[src/logic/pcs_pkg.sv]
// package: constants for the program counter sequencer
package pcs_pkg;
    // ========================================
    // address space and vectors
    localparam int PC_WIDTH = 13;
    localparam int WORD_WIDTH = 14;
    localparam int SMALL_DEPTH = 1024;
    localparam int LARGE_DEPTH = 2048;
    localparam logic [12:0] RESET_VECTOR = 13'h0000;
    localparam logic [12:0] IRQ_VECTOR = 13'h0004;
    // ========================================
    // return stack and clocking
    localparam int STACK_DEPTH = 8;
    localparam int STACK_PTR_W = 3;
    localparam int OSC_PER_CYCLE = 4;
    localparam logic [1:0] PHASE_LAST = 2'h3;
    localparam logic [1:0] PHASE_HALF = 2'h2;
    // ========================================
    // flow commands from the instruction decoder
    typedef enum logic [2:0] {
        pcs_op_next,
        pcs_op_jump,
        pcs_op_call,
        pcs_op_ret,
        pcs_op_skip
    } pcs_op_t;
endpackage

[src/logic/pcs_stack.sv]
// eight-level return address stack, circular with no overflow flag
`timescale 1ns/1ps
`default_nettype none
module pcs_stack #(
    parameter int DEPTH = pcs_pkg::STACK_DEPTH,
    parameter int PW = pcs_pkg::STACK_PTR_W,
    parameter int AW = pcs_pkg::PC_WIDTH
) (
    // clock and reset
    input wire logic mclk,
    input wire logic nrst,
    // push and pop
    input wire logic push,
    input wire logic pop,
    input wire logic [AW-1:0] push_addr,
    output logic [AW-1:0] top_addr
);
    logic [AW-1:0] mem [DEPTH];
    logic [PW-1:0] ptr;
    wire [PW-1:0] top_idx = ptr - {{(PW-1){1'b0}}, 1'b1};

    // pointer wraps silently; a ninth push overwrites the oldest entry
    always_ff @(posedge mclk or negedge nrst) begin
        if (!nrst) begin
            ptr <= '0;
        end else if (push) begin
            ptr <= ptr + {{(PW-1){1'b0}}, 1'b1}; // RQ10
        end else if (pop) begin
            ptr <= top_idx; // RQ10
        end
    end

    // storage has no reset, as in a real register file
    always_ff @(posedge mclk) begin
        if (push) begin
            mem[ptr] <= push_addr; // RQ6
        end
    end

    assign top_addr = mem[top_idx];

    chk_push_then_pop: assert property (@(posedge mclk) disable iff (!nrst)
        push && !pop |=> top_addr == $past(push_addr)) // RQ6
        else $error("popped address differs from pushed one");
endmodule
`default_nettype wire

[src/logic/pcs_core.sv]
// program counter sequencer: pc, fetch address, vectors, stack, instruction_rate_clock_out
// ========================================
// How it works
// [RQ1] program counter is 13 bits, spanning 8K words of 14 bits.
// [RQ2] implemented store is 1K words small or 2K words large variant.
// [RQ3] addresses above implemented store wrap onto implemented words.
// [RQ4] reset loads pc with 0000h; taken interrupt jumps to 0004h.
// [RQ5] program fetch bus is separate from the data memory bus.
// [RQ6] hardware return stack holds eight pc values.
// [RQ7] one cycle per instruction; flow changes take two cycles.
// [RQ8] clock output runs at a quarter of the oscillator, per cycle.
// [RQ9] outside circuit holds master reset low to reset, high to run.
// [RQ10] push on call or interrupt, pop on return, no overflow flag.
`timescale 1ns/1ps
`default_nettype none
module pcs_core #(
    parameter int MEM_DEPTH = pcs_pkg::LARGE_DEPTH,
    parameter int AW = pcs_pkg::PC_WIDTH,
    parameter int DW = pcs_pkg::WORD_WIDTH
) (
    // clock (oscillator input) and reset
    input wire logic mclk,
    input wire logic nrst,
    input wire logic master_reset_n,
    // decoder command, sampled on the last phase of a cycle
    input wire logic [2:0] flow_op,
    input wire logic [AW-1:0] flow_target,
    input wire logic irq_req,
    // program memory bus
    output logic [AW-1:0] prog_addr,
    input wire logic [DW-1:0] prog_data,
    output logic [DW-1:0] instr,
    output logic instr_valid,
    // status
    output logic [AW-1:0] pc,
    output logic cycle_end,
    output logic in_flush,
    output logic instruction_rate_clock_out
);
    localparam int IW = $clog2(MEM_DEPTH); // RQ2

    // ========================================
    // master reset pin synchroniser
    logic mr_meta, mr_sync;
    always_ff @(posedge mclk or negedge nrst) begin
        if (!nrst) begin
            mr_meta <= 1'b0;
            mr_sync <= 1'b0;
        end else begin
            mr_meta <= master_reset_n;
            mr_sync <= mr_meta; // RQ9
        end
    end
    wire run = mr_sync;

    // ========================================
    // four oscillator phases make one instruction cycle
    logic [1:0] phase;
    always_ff @(posedge mclk or negedge nrst) begin
        if (!nrst) begin
            phase <= 2'h0;
        end else if (!run) begin
            phase <= 2'h0;
        end else begin
            phase <= phase + 2'h1;
        end
    end
    assign cycle_end = run && (phase == pcs_pkg::PHASE_LAST);

    // clock output low in the first half, high in the second
    always_ff @(posedge mclk or negedge nrst) begin
        if (!nrst) begin
            instruction_rate_clock_out <= 1'b0;
        end else begin
            instruction_rate_clock_out <= run &&
                (phase + 2'h1 >= pcs_pkg::PHASE_HALF); // RQ8
        end
    end

    // ========================================
    // next pc selection
    logic flush;
    logic [AW-1:0] stack_top;
    wire pcs_pkg::pcs_op_t op = pcs_pkg::pcs_op_t'(flow_op);
    wire take_irq = irq_req && !flush;
    wire do_call = !flush && !irq_req && op == pcs_pkg::pcs_op_call;
    wire do_ret = !flush && !irq_req && op == pcs_pkg::pcs_op_ret;
    wire do_jump = !flush && !irq_req && op == pcs_pkg::pcs_op_jump;
    wire do_skip = !flush && !irq_req && op == pcs_pkg::pcs_op_skip;
    wire redirect = take_irq || do_call || do_ret || do_jump || do_skip;
    wire [AW-1:0] pc_inc = pc + {{(AW-1){1'b0}}, 1'b1};
    logic [AW-1:0] next_pc;

    // interrupt wins over decoder; a flush cycle only advances
    always_comb begin
        next_pc = pc_inc;
        if (take_irq) begin
            next_pc = pcs_pkg::IRQ_VECTOR; // RQ4
        end else if (do_call || do_jump) begin
            next_pc = flow_target;
        end else if (do_ret) begin
            next_pc = stack_top;
        end
    end

    // skip discards the fetched word, which also costs a second cycle
    always_ff @(posedge mclk or negedge nrst) begin
        if (!nrst) begin
            pc <= pcs_pkg::RESET_VECTOR;
            flush <= 1'b1;
        end else if (!run) begin
            pc <= pcs_pkg::RESET_VECTOR; // RQ4
            flush <= 1'b1;
        end else if (cycle_end) begin
            pc <= next_pc; // RQ1
            flush <= redirect; // RQ7
        end
    end

    // return address: the word fetched now is discarded, so it is the
    // one to resume at, for a call and an interrupt alike
    wire [AW-1:0] ret_addr = pc;
    pcs_stack #(
        .DEPTH(pcs_pkg::STACK_DEPTH),
        .PW(pcs_pkg::STACK_PTR_W),
        .AW(AW)
    ) u_stack (
        .mclk(mclk),
        .nrst(nrst),
        .push(cycle_end && (take_irq || do_call)), // RQ10
        .pop(cycle_end && do_ret), // RQ10
        .push_addr(ret_addr),
        .top_addr(stack_top)
    );

    // ========================================
    // fetch bus: high bits dropped so access wraps
    assign prog_addr = {{(AW-IW){1'b0}}, pc[IW-1:0]}; // RQ3

    // dedicated fetch latch, no shared data path; a word fetched in a
    // redirecting cycle is dropped, so the target word is the one run
    always_ff @(posedge mclk or negedge nrst) begin
        if (!nrst) begin
            instr <= '0;
            instr_valid <= 1'b0;
        end else begin
            if (cycle_end) begin
                instr <= prog_data; // RQ5
            end
            instr_valid <= cycle_end && !redirect; // RQ7
        end
    end

    // status straight from the flush flop, no extra clock of lag
    assign in_flush = flush; // RQ7

    // ========================================
    // checks
    chk_fetch_wraps: assert property (@(posedge mclk) disable iff (!nrst)
        prog_addr < AW'(MEM_DEPTH) && prog_addr[IW-1:0] == pc[IW-1:0]) // RQ3
        else $error("fetch address outside implemented store");
    chk_reset_vector: assert property (@(posedge mclk) disable iff (!nrst)
        !run |=> pc == pcs_pkg::RESET_VECTOR) // RQ4
        else $error("pc not at reset vector");
    chk_irq_vector: assert property (@(posedge mclk) disable iff (!nrst)
        cycle_end && take_irq |=> pc == pcs_pkg::IRQ_VECTOR && flush) // RQ4
        else $error("interrupt did not vector to 0004h");
    chk_cycle_len: assert property (@(posedge mclk) disable iff (!nrst)
        cycle_end |=> !cycle_end [*3] ##1 (cycle_end || !run)) // RQ8
        else $error("instruction cycle is not four clocks");
    chk_instruction_rate_clock_out_duty: assert property (@(posedge mclk) disable iff (!nrst)
        cycle_end |=> !instruction_rate_clock_out
            ##1 !instruction_rate_clock_out) // RQ8
        else $error("clock output low half wrong");
    chk_instruction_rate_clock_out_high: assert property (@(posedge mclk) disable iff (!nrst)
        cycle_end |-> instruction_rate_clock_out) // RQ8
        else $error("clock output not high at cycle end");
    chk_two_cycle: assert property (@(posedge mclk) disable iff (!nrst)
        cycle_end && redirect |=> (flush && !instr_valid) [*4]) // RQ7
        else $error("flow change not given a dead cycle");
    chk_one_cycle: assert property (@(posedge mclk) disable iff (!nrst)
        cycle_end && !redirect |=> instr_valid) // RQ7
        else $error("ordinary cycle produced no instruction");
    chk_pc_step: assert property (@(posedge mclk) disable iff (!nrst)
        cycle_end && run && !redirect |=> pc == $past(pc_inc)) // RQ1
        else $error("pc did not step by one");
    chk_call_ret: assert property (@(posedge mclk) disable iff (!nrst)
        cycle_end && do_ret |=> pc == $past(stack_top)) // RQ10
        else $error("return did not load stacked address");
    chk_fetch_latch: assert property (@(posedge mclk) disable iff (!nrst)
        cycle_end |=> instr == $past(prog_data)) // RQ5
        else $error("fetched word not captured");
    chk_sync_reset: assert property (@(posedge mclk) disable iff (!nrst)
        !master_reset_n ##1 1 |=> !run) // RQ9
        else $error("master reset not seen after two clocks");

    cov_irq: cover property (@(posedge mclk) cycle_end && take_irq);
    cov_call: cover property (@(posedge mclk) cycle_end && do_call);
    cov_ret: cover property (@(posedge mclk) cycle_end && do_ret);
    cov_wrap: cover property (@(posedge mclk) pc >= AW'(MEM_DEPTH));
endmodule
`default_nettype wire

[config.mk]
export PLATFORM = sky130hd
export DESIGN_NAME = pcs_core
export DESIGN_NICKNAME = d
export VERILOG_FILES = /design/src/logic/pcs_pkg.sv /design/src/logic/pcs_stack.sv /design/src/logic/pcs_core.sv
export SDC_FILE = /design/constraint.sdc
export NUM_CORES = 1
export LEC_CHECK = 0
export BUFFER_PORTS_ARGS = -buffer_cell sky130_fd_sc_hd__buf_2
export CAP_MARGIN = 10
export CORE_UTILIZATION = 45
export DETAILED_ROUTE_END_ITERATION = 6
export PLACE_DENSITY = 0.62
export REMOVE_ABC_BUFFERS = 1
export SYNTH_ARGS = -nofsm -noshare
export SYNTH_HDL_FRONTEND = slang
export SYNTH_SLANG_ARGS = --single-unit
[constraint.sdc]
create_clock -name mclk -period 6.4 [get_ports mclk]
set_input_delay 1.28 -clock mclk [delete_from_list [all_inputs] [get_ports mclk]]
set_output_delay 1.28 -clock mclk [all_outputs]
set_load 0.01 [all_outputs]
==> results by group, run 1 <==
Global route
  • GR Util met1: 29.3%
  • Total GRT Usage: 20.1%
  • GRT met2 Usage: 29.8%
  • Gr ovfl total: 0
  • Initial antenna violation count: 0
  • First-pass GRT wire length: 20400 um
  • Largest net degree at the start of global routing: 37
  • Global Route met3 Usage: 4.22%
  • Gr busiest metal: met2
  • Vias in the first global route: 3437

Setup path
  • Nature of the critical path startpoint: primary input
  • Endpoint class of the critical path: flip-flop
  • Origin of the critical flop-to-flop path: u_stack.ptr[0]
  • Flop2flop setup slack: 3.43 ns
  • Worst Path Arrival: 3.13 ns
  • CP Class: in -> reg
  • CP max FO: 13
  • RR Endpoint: pc[9]
  • Data required, critical path: 6.42 ns
  • Worst Reg-to-Reg Cells: 8

Placement
  • Placed insts: 588
  • Placement Cell Area: 6470 sq um
  • HPWL after detailed placement: 8490 um
  • GP Congestion: 0.851
  • Port bufs: 75

Clocking
  • CTS Root Cell: clkbuf_16
  • Post-CTS setup buffers: 0
  • Post-CTS sizing: 0
  • CTS buffer count: 17
  • Later-pin clock latency in the skew report: 0.41 ns
  • Reg clk slew, reported paths: 0.05 ns
  • Hold buffers post-CTS: 0
  • TritonCTS Sinks: 140
  • CTS tree: done
  • H-tree Lvls: 4
  • CTS Buffer Depth: 2

STA
  • Post-Route Setup TNS: 0 ns
  • Time the worst path needs with I/O delays and setup: 3.11 ns
  • Clock skew: 0.00737 ns
  • RSZ-0062 raised after global routing: no
  • Max Fclk: 322 MHz
  • Fin. max-slew vios: 0
  • Tcrit/Tclk final: 48.5%
  • Worst Max-Slew Pin Slew: 1.15 ns
  • Max-slew headroom: 23.3%
  • # setup viols final: 0
  • WHS: 0.357 ns
  • Final Hold Fails: 0

Pwr
  • Gate power share: 9.3%
  • Power Dens Cells: 299 nW/um^2
  • Worst vdd ir: 0.184 mV
  • Int Power: 0.00163 W
  • Leak: 2.67 nW
  • Flop pwr share: 48.7%
  • Total Power: 0.00210 W
  • Clock power frac: 42.0%
  • NetSw: 0.000474 W
  • Switching portion of total power: 22.6%

Synthesis
  • Largest cells by area after synthesis: edfxtp_1 52%, dfrtp_1 15%, mux4_2 7.1%
  • Synth Cell Area: 6010 sq um
  • EDFF count, synth: 104
  • Mapped Avg Cell Area: 16.6 sq um
  • Ys flop type: edfxtp_1
  • Yosys warns: 0
  • Cell variety after synth: 51
  • FFs w/ async S/R, synth: 25.7%
  • Yosys reg bits: 140
  • Gate Count Post-Synth: 362
  • Area leader, netlist: edfxtp_1
  • Post-synth top area share: 51.9%
  • Sequential area share after synthesis: 66.9%

Finish
  • Synth-to-Final Area Change: 16.7%
  • Design Area, Final: 7020 sq um
  • Final net count: 475
  • N_diodes: 0
  • Layout Cells excl Fill: 622
  • Layout cells sized above 1: 35.3%

Floorplan
  • DIE AREA: 13800 sq um
  • Chip width: 118 um
  • Die Span Y: 118 um
  • IO Count: 78
  • Total core area: 12800 sq um
  • Starting Density: 46.9%
  • Cell row count: 41

Min path
  • HP Class: reg -> reg
  • Hold Path Stages: 0
  • Hold Crit Start: mr_meta
  • Worst Hold Path EP: mr_sync

Drt
  • Antenna viol nets, final: 0
  • Final wirelength: 13100 um
  • DR iter-0 viols: 296
  • DRT Pass-1 Iters: 4
  • Via/cell ratio: 5.55
  • DR DRC count: 0
  • Vias: 3450
  • Drt wl/cell: 21.1 um

Status
  • Outcome: finished, final reports clean

Flow run
  • Maxcap violations: 0
[synthesized netlist by cell type, drive strengths merged, types with 5 or more instances]
master,number
o21ai,10
a211oi,5
xor2,8
mux2i,6
dfrtp,35
nor2,24
buf,23
nand2,18
mux4,26
edfxtp,104
nor3,6
o31ai,5
mux2,15
xnor2,8
nand3,8
inv,8
a22oi,5
[worst max-delay path, stage by stage]
cell	delay [ns]
buf_2	0.15
nor3b_1	0.20
o21ai_0	0.20
nor2_1	0.22
nand2_1	0.16
nor2_1	0.90
[cells by family after synthesis]
kind of cell	after synthesis	share of synthesized area [%]
flops	140	66.9
xor+xnor	16	2.64
simple gates	75	6.12
other cells	1	0.0624
compound gates	44	5.78
buf+inv	35	3.64
fa+ha+maj	4	0.832
mux	47	14.0
[sequential cells by signal, indices dropped and copies added (netlist names)]
name                        count
u_stack.mem                   104
instr                          14
pc                             13
u_stack.ptr                     3
in_flush                        1
instr_valid                     1
instruction_rate_clock_out      1
mr_meta                         1
mr_sync                         1
phase                           1
[routing by layer]
layer / up-vias / part of all wire [%] / routed length, um
met1: 1781 / 46 / 6070
met5: - / 0 / 0
met3: 8 / 4.8 / 625
met4: 0 / 0.80 / 105
met2: 100 / 48 / 6320
li1: 1561 / - / -
[worst max path at each step]
| stage | start | endpoint | slack (ns) | cells after the start |
|---|---|---|---|---|
| after detailed placement | flow_op[1] | u_stack.mem[7][11] | 2.78 | 6 |
| after global placement | flow_op[1] | u_stack.mem[6][11] | 2.87 | 6 |
| after global routing | flow_op[1] | u_stack.mem[5][5] | 3.10 | 6 |
| after floorplan | u_stack.ptr[0] | pc[5] | 3.05 | 7 |
| after CTS | flow_op[1] | u_stack.mem[7][5] | 3.22 | 6 |
| final | flow_op[1] | u_stack.mem[2][5] | 3.29 | 6 |
[power groups by stage]
stage	Clock (W)	Combinational, W	Sequential [W]
floorplan	0	0.0000888	0.00107
CTS	0.000905	0.000199	0.00102
detailed placement	0	0.000198	0.00104
finish	0.000882	0.000196	0.00102
global route	0.000938	0.000212	0.00103
global placement	0	0.000197	0.00104
[cells in the final DEF, fill, tap and decap left out, types with 7 or more instances in the layout]
cell and n:
nor2_1 23, mux4_2 19, o21ai_0 8, nand3_1 7
inv_1 7, dfrtp_1 35, nand2_1 18, buf_2 75
edfxtp_1 104, mux2_2 15, xor2_1 7, mux4_1 7
clkbuf_16 17, xnor2_1 8
[per-stage QoR]
step / util (%) / worst slack, ns
after CTS: 54.6 / 3.22
after floorplan: - / 3.05
after global placement: 50.4 / 2.87
after global routing: 54.7 / 3.10
final: 54.7 / 3.29
after detailed placement: 50.4 / 2.78
[cell type report]
type	instances	area, sq um
Fill cell	1053	5800
Sequential cell	140	4030
Multi-Input combinational cell	188	1780
Clock buffer	20	437
Timing Repair Buffer	82	432
Tap cell	172	215
Clock inverter	12	98.8
Inverter	8	30.0
(Power assumes the default switching activity.)
==> inputs of run 2 (changes only) <==
==> constraint.sdc (replaced) <==
create_clock -name mclk -period 2.9 [get_ports mclk]
set_input_delay 0.58 -clock mclk [delete_from_list [all_inputs] [get_ports mclk]]
set_output_delay 0.58 -clock mclk [all_outputs]
set_load 0.01 [all_outputs]
==> results by group, run 2 (synthesis results as in run 1) <==
Global route
  • Vias in the first global route: 3595
  • Gr busiest metal: met2
  • Largest net degree at the start of global routing: 37
  • Gr ovfl total: 0
  • GRT met2 Usage: 31.8%
  • Initial antenna violation count: 0
  • Global Route met3 Usage: 5.47%
  • Total GRT Usage: 20.5%
  • First-pass GRT wire length: 20900 um
  • GR Util met1: 27.7%

STA
  • RSZ-0062 raised after global routing: no
  • Tcrit/Tclk final: 83.6%
  • Clock skew: 0.0125 ns
  • Final Hold Fails: 0
  • Fin. max-slew vios: 0
  • Max-slew headroom: 41.1%
  • Time the worst path needs with I/O delays and setup: 2.43 ns
  • WHS: 0.272 ns
  • # setup viols final: 0
  • Max Fclk: 412 MHz
  • Worst Max-Slew Pin Slew: 0.883 ns

Finish
  • Synth-to-Final Area Change: 21.3%
  • Layout Cells excl Fill: 641
  • N_diodes: 0
  • Biggest register: u_stack.mem
  • Fillcell total: 1053
  • Largest regs: u_stack.mem x104, instr x14, pc x13
  • Commonest non-fill, non-tap cell in the layout: edfxtp_1
  • Fin util: 56.9%
  • Design Area, Final: 7290 sq um
  • Final net count: 494
  • Most frequent cells in the layout: 104 x edfxtp_1, 75 x buf_2, 35 x dfrtp_1, 26 x buf_4, 23 x nor2_1
  • Layout cells sized above 1: 39.2%
  • Footprint of the multi-input gates: 1780 sq um
  • Max FFs per register: 104
  • Register area: 4030 sq um

Placement
  • Placement Cell Area: 6620 sq um
  • Placed insts: 609
  • Port bufs: 75
  • HPWL after detailed placement: 8500 um
  • GP Congestion: 0.826

Min path
  • Hold Crit Start: master_reset_n
  • Worst Hold Path EP: mr_meta
  • HP Class: in -> reg
  • Hold Path Stages: 1

Setup path
  • Data required, critical path: 2.32 ns
  • Max stage delay on crit path: 0.40 ns
  • Origin of the critical flop-to-flop path: u_stack.ptr[1]
  • CP max FO: 18
  • Flop2flop setup slack: 0.50 ns
  • Endpoint class of the critical path: primary output
  • Slowest CP cell: inv_2
  • Worst Reg-to-Reg Cells: 7
  • CP cell instances: ha_1, nand2_1, inv_2, buf_2
  • Worst Path Arrival: 1.85 ns
  • Nature of the critical path startpoint: flip-flop
  • RR Endpoint: pc[1]
  • CP Class: reg -> out

Flow run
  • Maxcap violations: 0

Clocking
  • Later-pin clock latency in the skew report: 0.42 ns
  • CTS buffer count: 17
  • Reg clk slew, reported paths: 0.06 ns
  • CTS Root Cell: clkbuf_16
  • TritonCTS Sinks: 140
  • H-tree Lvls: 4
  • CTS Buffer Depth: 2
  • Hold buffers post-CTS: 0
  • Post-CTS setup buffers: 0
  • Post-CTS sizing: 0
  • CTS tree: done

Pwr
  • Switching portion of total power: 21.1%
  • Total Power: 0.00512 W
  • NetSw: 0.00108 W
  • Clock power frac: 47.4%
  • Leak: 2.84 nW
  • Flop pwr share: 44.0%
  • Int Power: 0.00404 W
  • Gate power share: 8.6%
  • Worst vdd ir: 0.397 mV
  • Power Dens Cells: 702 nW/um^2

Floorplan
  • Chip width: 118 um
  • Starting Density: 46.9%
  • Total core area: 12800 sq um
  • Cell row count: 41
  • Die Span Y: 118 um
  • DIE AREA: 13800 sq um
  • IO Count: 78

Status
  • Outcome: finished, final reports clean

Drt
  • Vias: 3452
  • DRT Pass-1 Iters: 4
  • Antenna viol nets, final: 0
  • Via/cell ratio: 5.39
  • Final wirelength: 13000 um
  • DR DRC count: 0
  • DR iter-0 viols: 250
  • Drt wl/cell: 20.2 um
==> run 2: cell count changes in the layout (fill, tap and decap cells not counted), moves of 3 or more <==
| cell | change |
|---|---|
| clkinv_1 | -3 |
| bufinv_16 | +5 |
| buf_4 | +20 |
| clkbuf_1 | -3 |
==> run 2: worst max-delay path, delay by kind of cell (launching register included) <==
family        cells  cell delay (ns)
fa+ha+maj         1             0.20
buf+inv           2             0.61
flops             1             0.35
simple gates      1             0.26
==> run 2: per-layer routing <==
| layer | vias up | wire, um |
|---|---|---|
| li1 | 1584 | - |
| met5 | - | 0 |
| met3 | 17 | 565 |
| met1 | 1757 | 5880 |
| met4 | 0 | 185 |
| met2 | 94 | 6320 |
==> run 2: metrics by stage <==
stage	setup TNS, ns	worst slack, ns
finish	0	0.474
floorplan	-2.81	-0.455
detailed placement	0	0.473
global route	0	0.309
CTS	0	0.439
global placement	0	0.567
==> run 2: power by group through the flow <==
stage / logic, W / registers, W / clock network, W
global route: 0.000475 / 0.00226 / 0.00256
finish: 0.000439 / 0.00225 / 0.00243
global placement: 0.000438 / 0.00229 / 0
CTS: 0.000449 / 0.00225 / 0.00248
detailed placement: 0.000448 / 0.00229 / 0
floorplan: 0.000196 / 0.00236 / 0
==> run 2: worst max path at each step <==
stage	startpoint	to	slack, ns	cells after the start
after global routing	u_stack.ptr[1]	pc[1]	0.31	7
after CTS	instruction_rate_clock_out	cycle_end	0.44	4
final	instruction_rate_clock_out	cycle_end	0.47	4
after detailed placement	u_stack.ptr[1]	pc[1]	0.47	7
after floorplan	u_stack.ptr[0]	pc[5]	-0.45	7
after global placement	u_stack.ptr[1]	pc[1]	0.57	7
==> run 2: area by class of cell <==
cell class | count | area share [%]
inverter | 8 | 0.412
timing repair buffer | 101 | 7.82
sequential | 140 | 55.2
tap | 172 | 2.95
multi-input combinational | 188 | 24.4
clock inverter | 15 | 3.35
clock buffer | 17 | 5.83
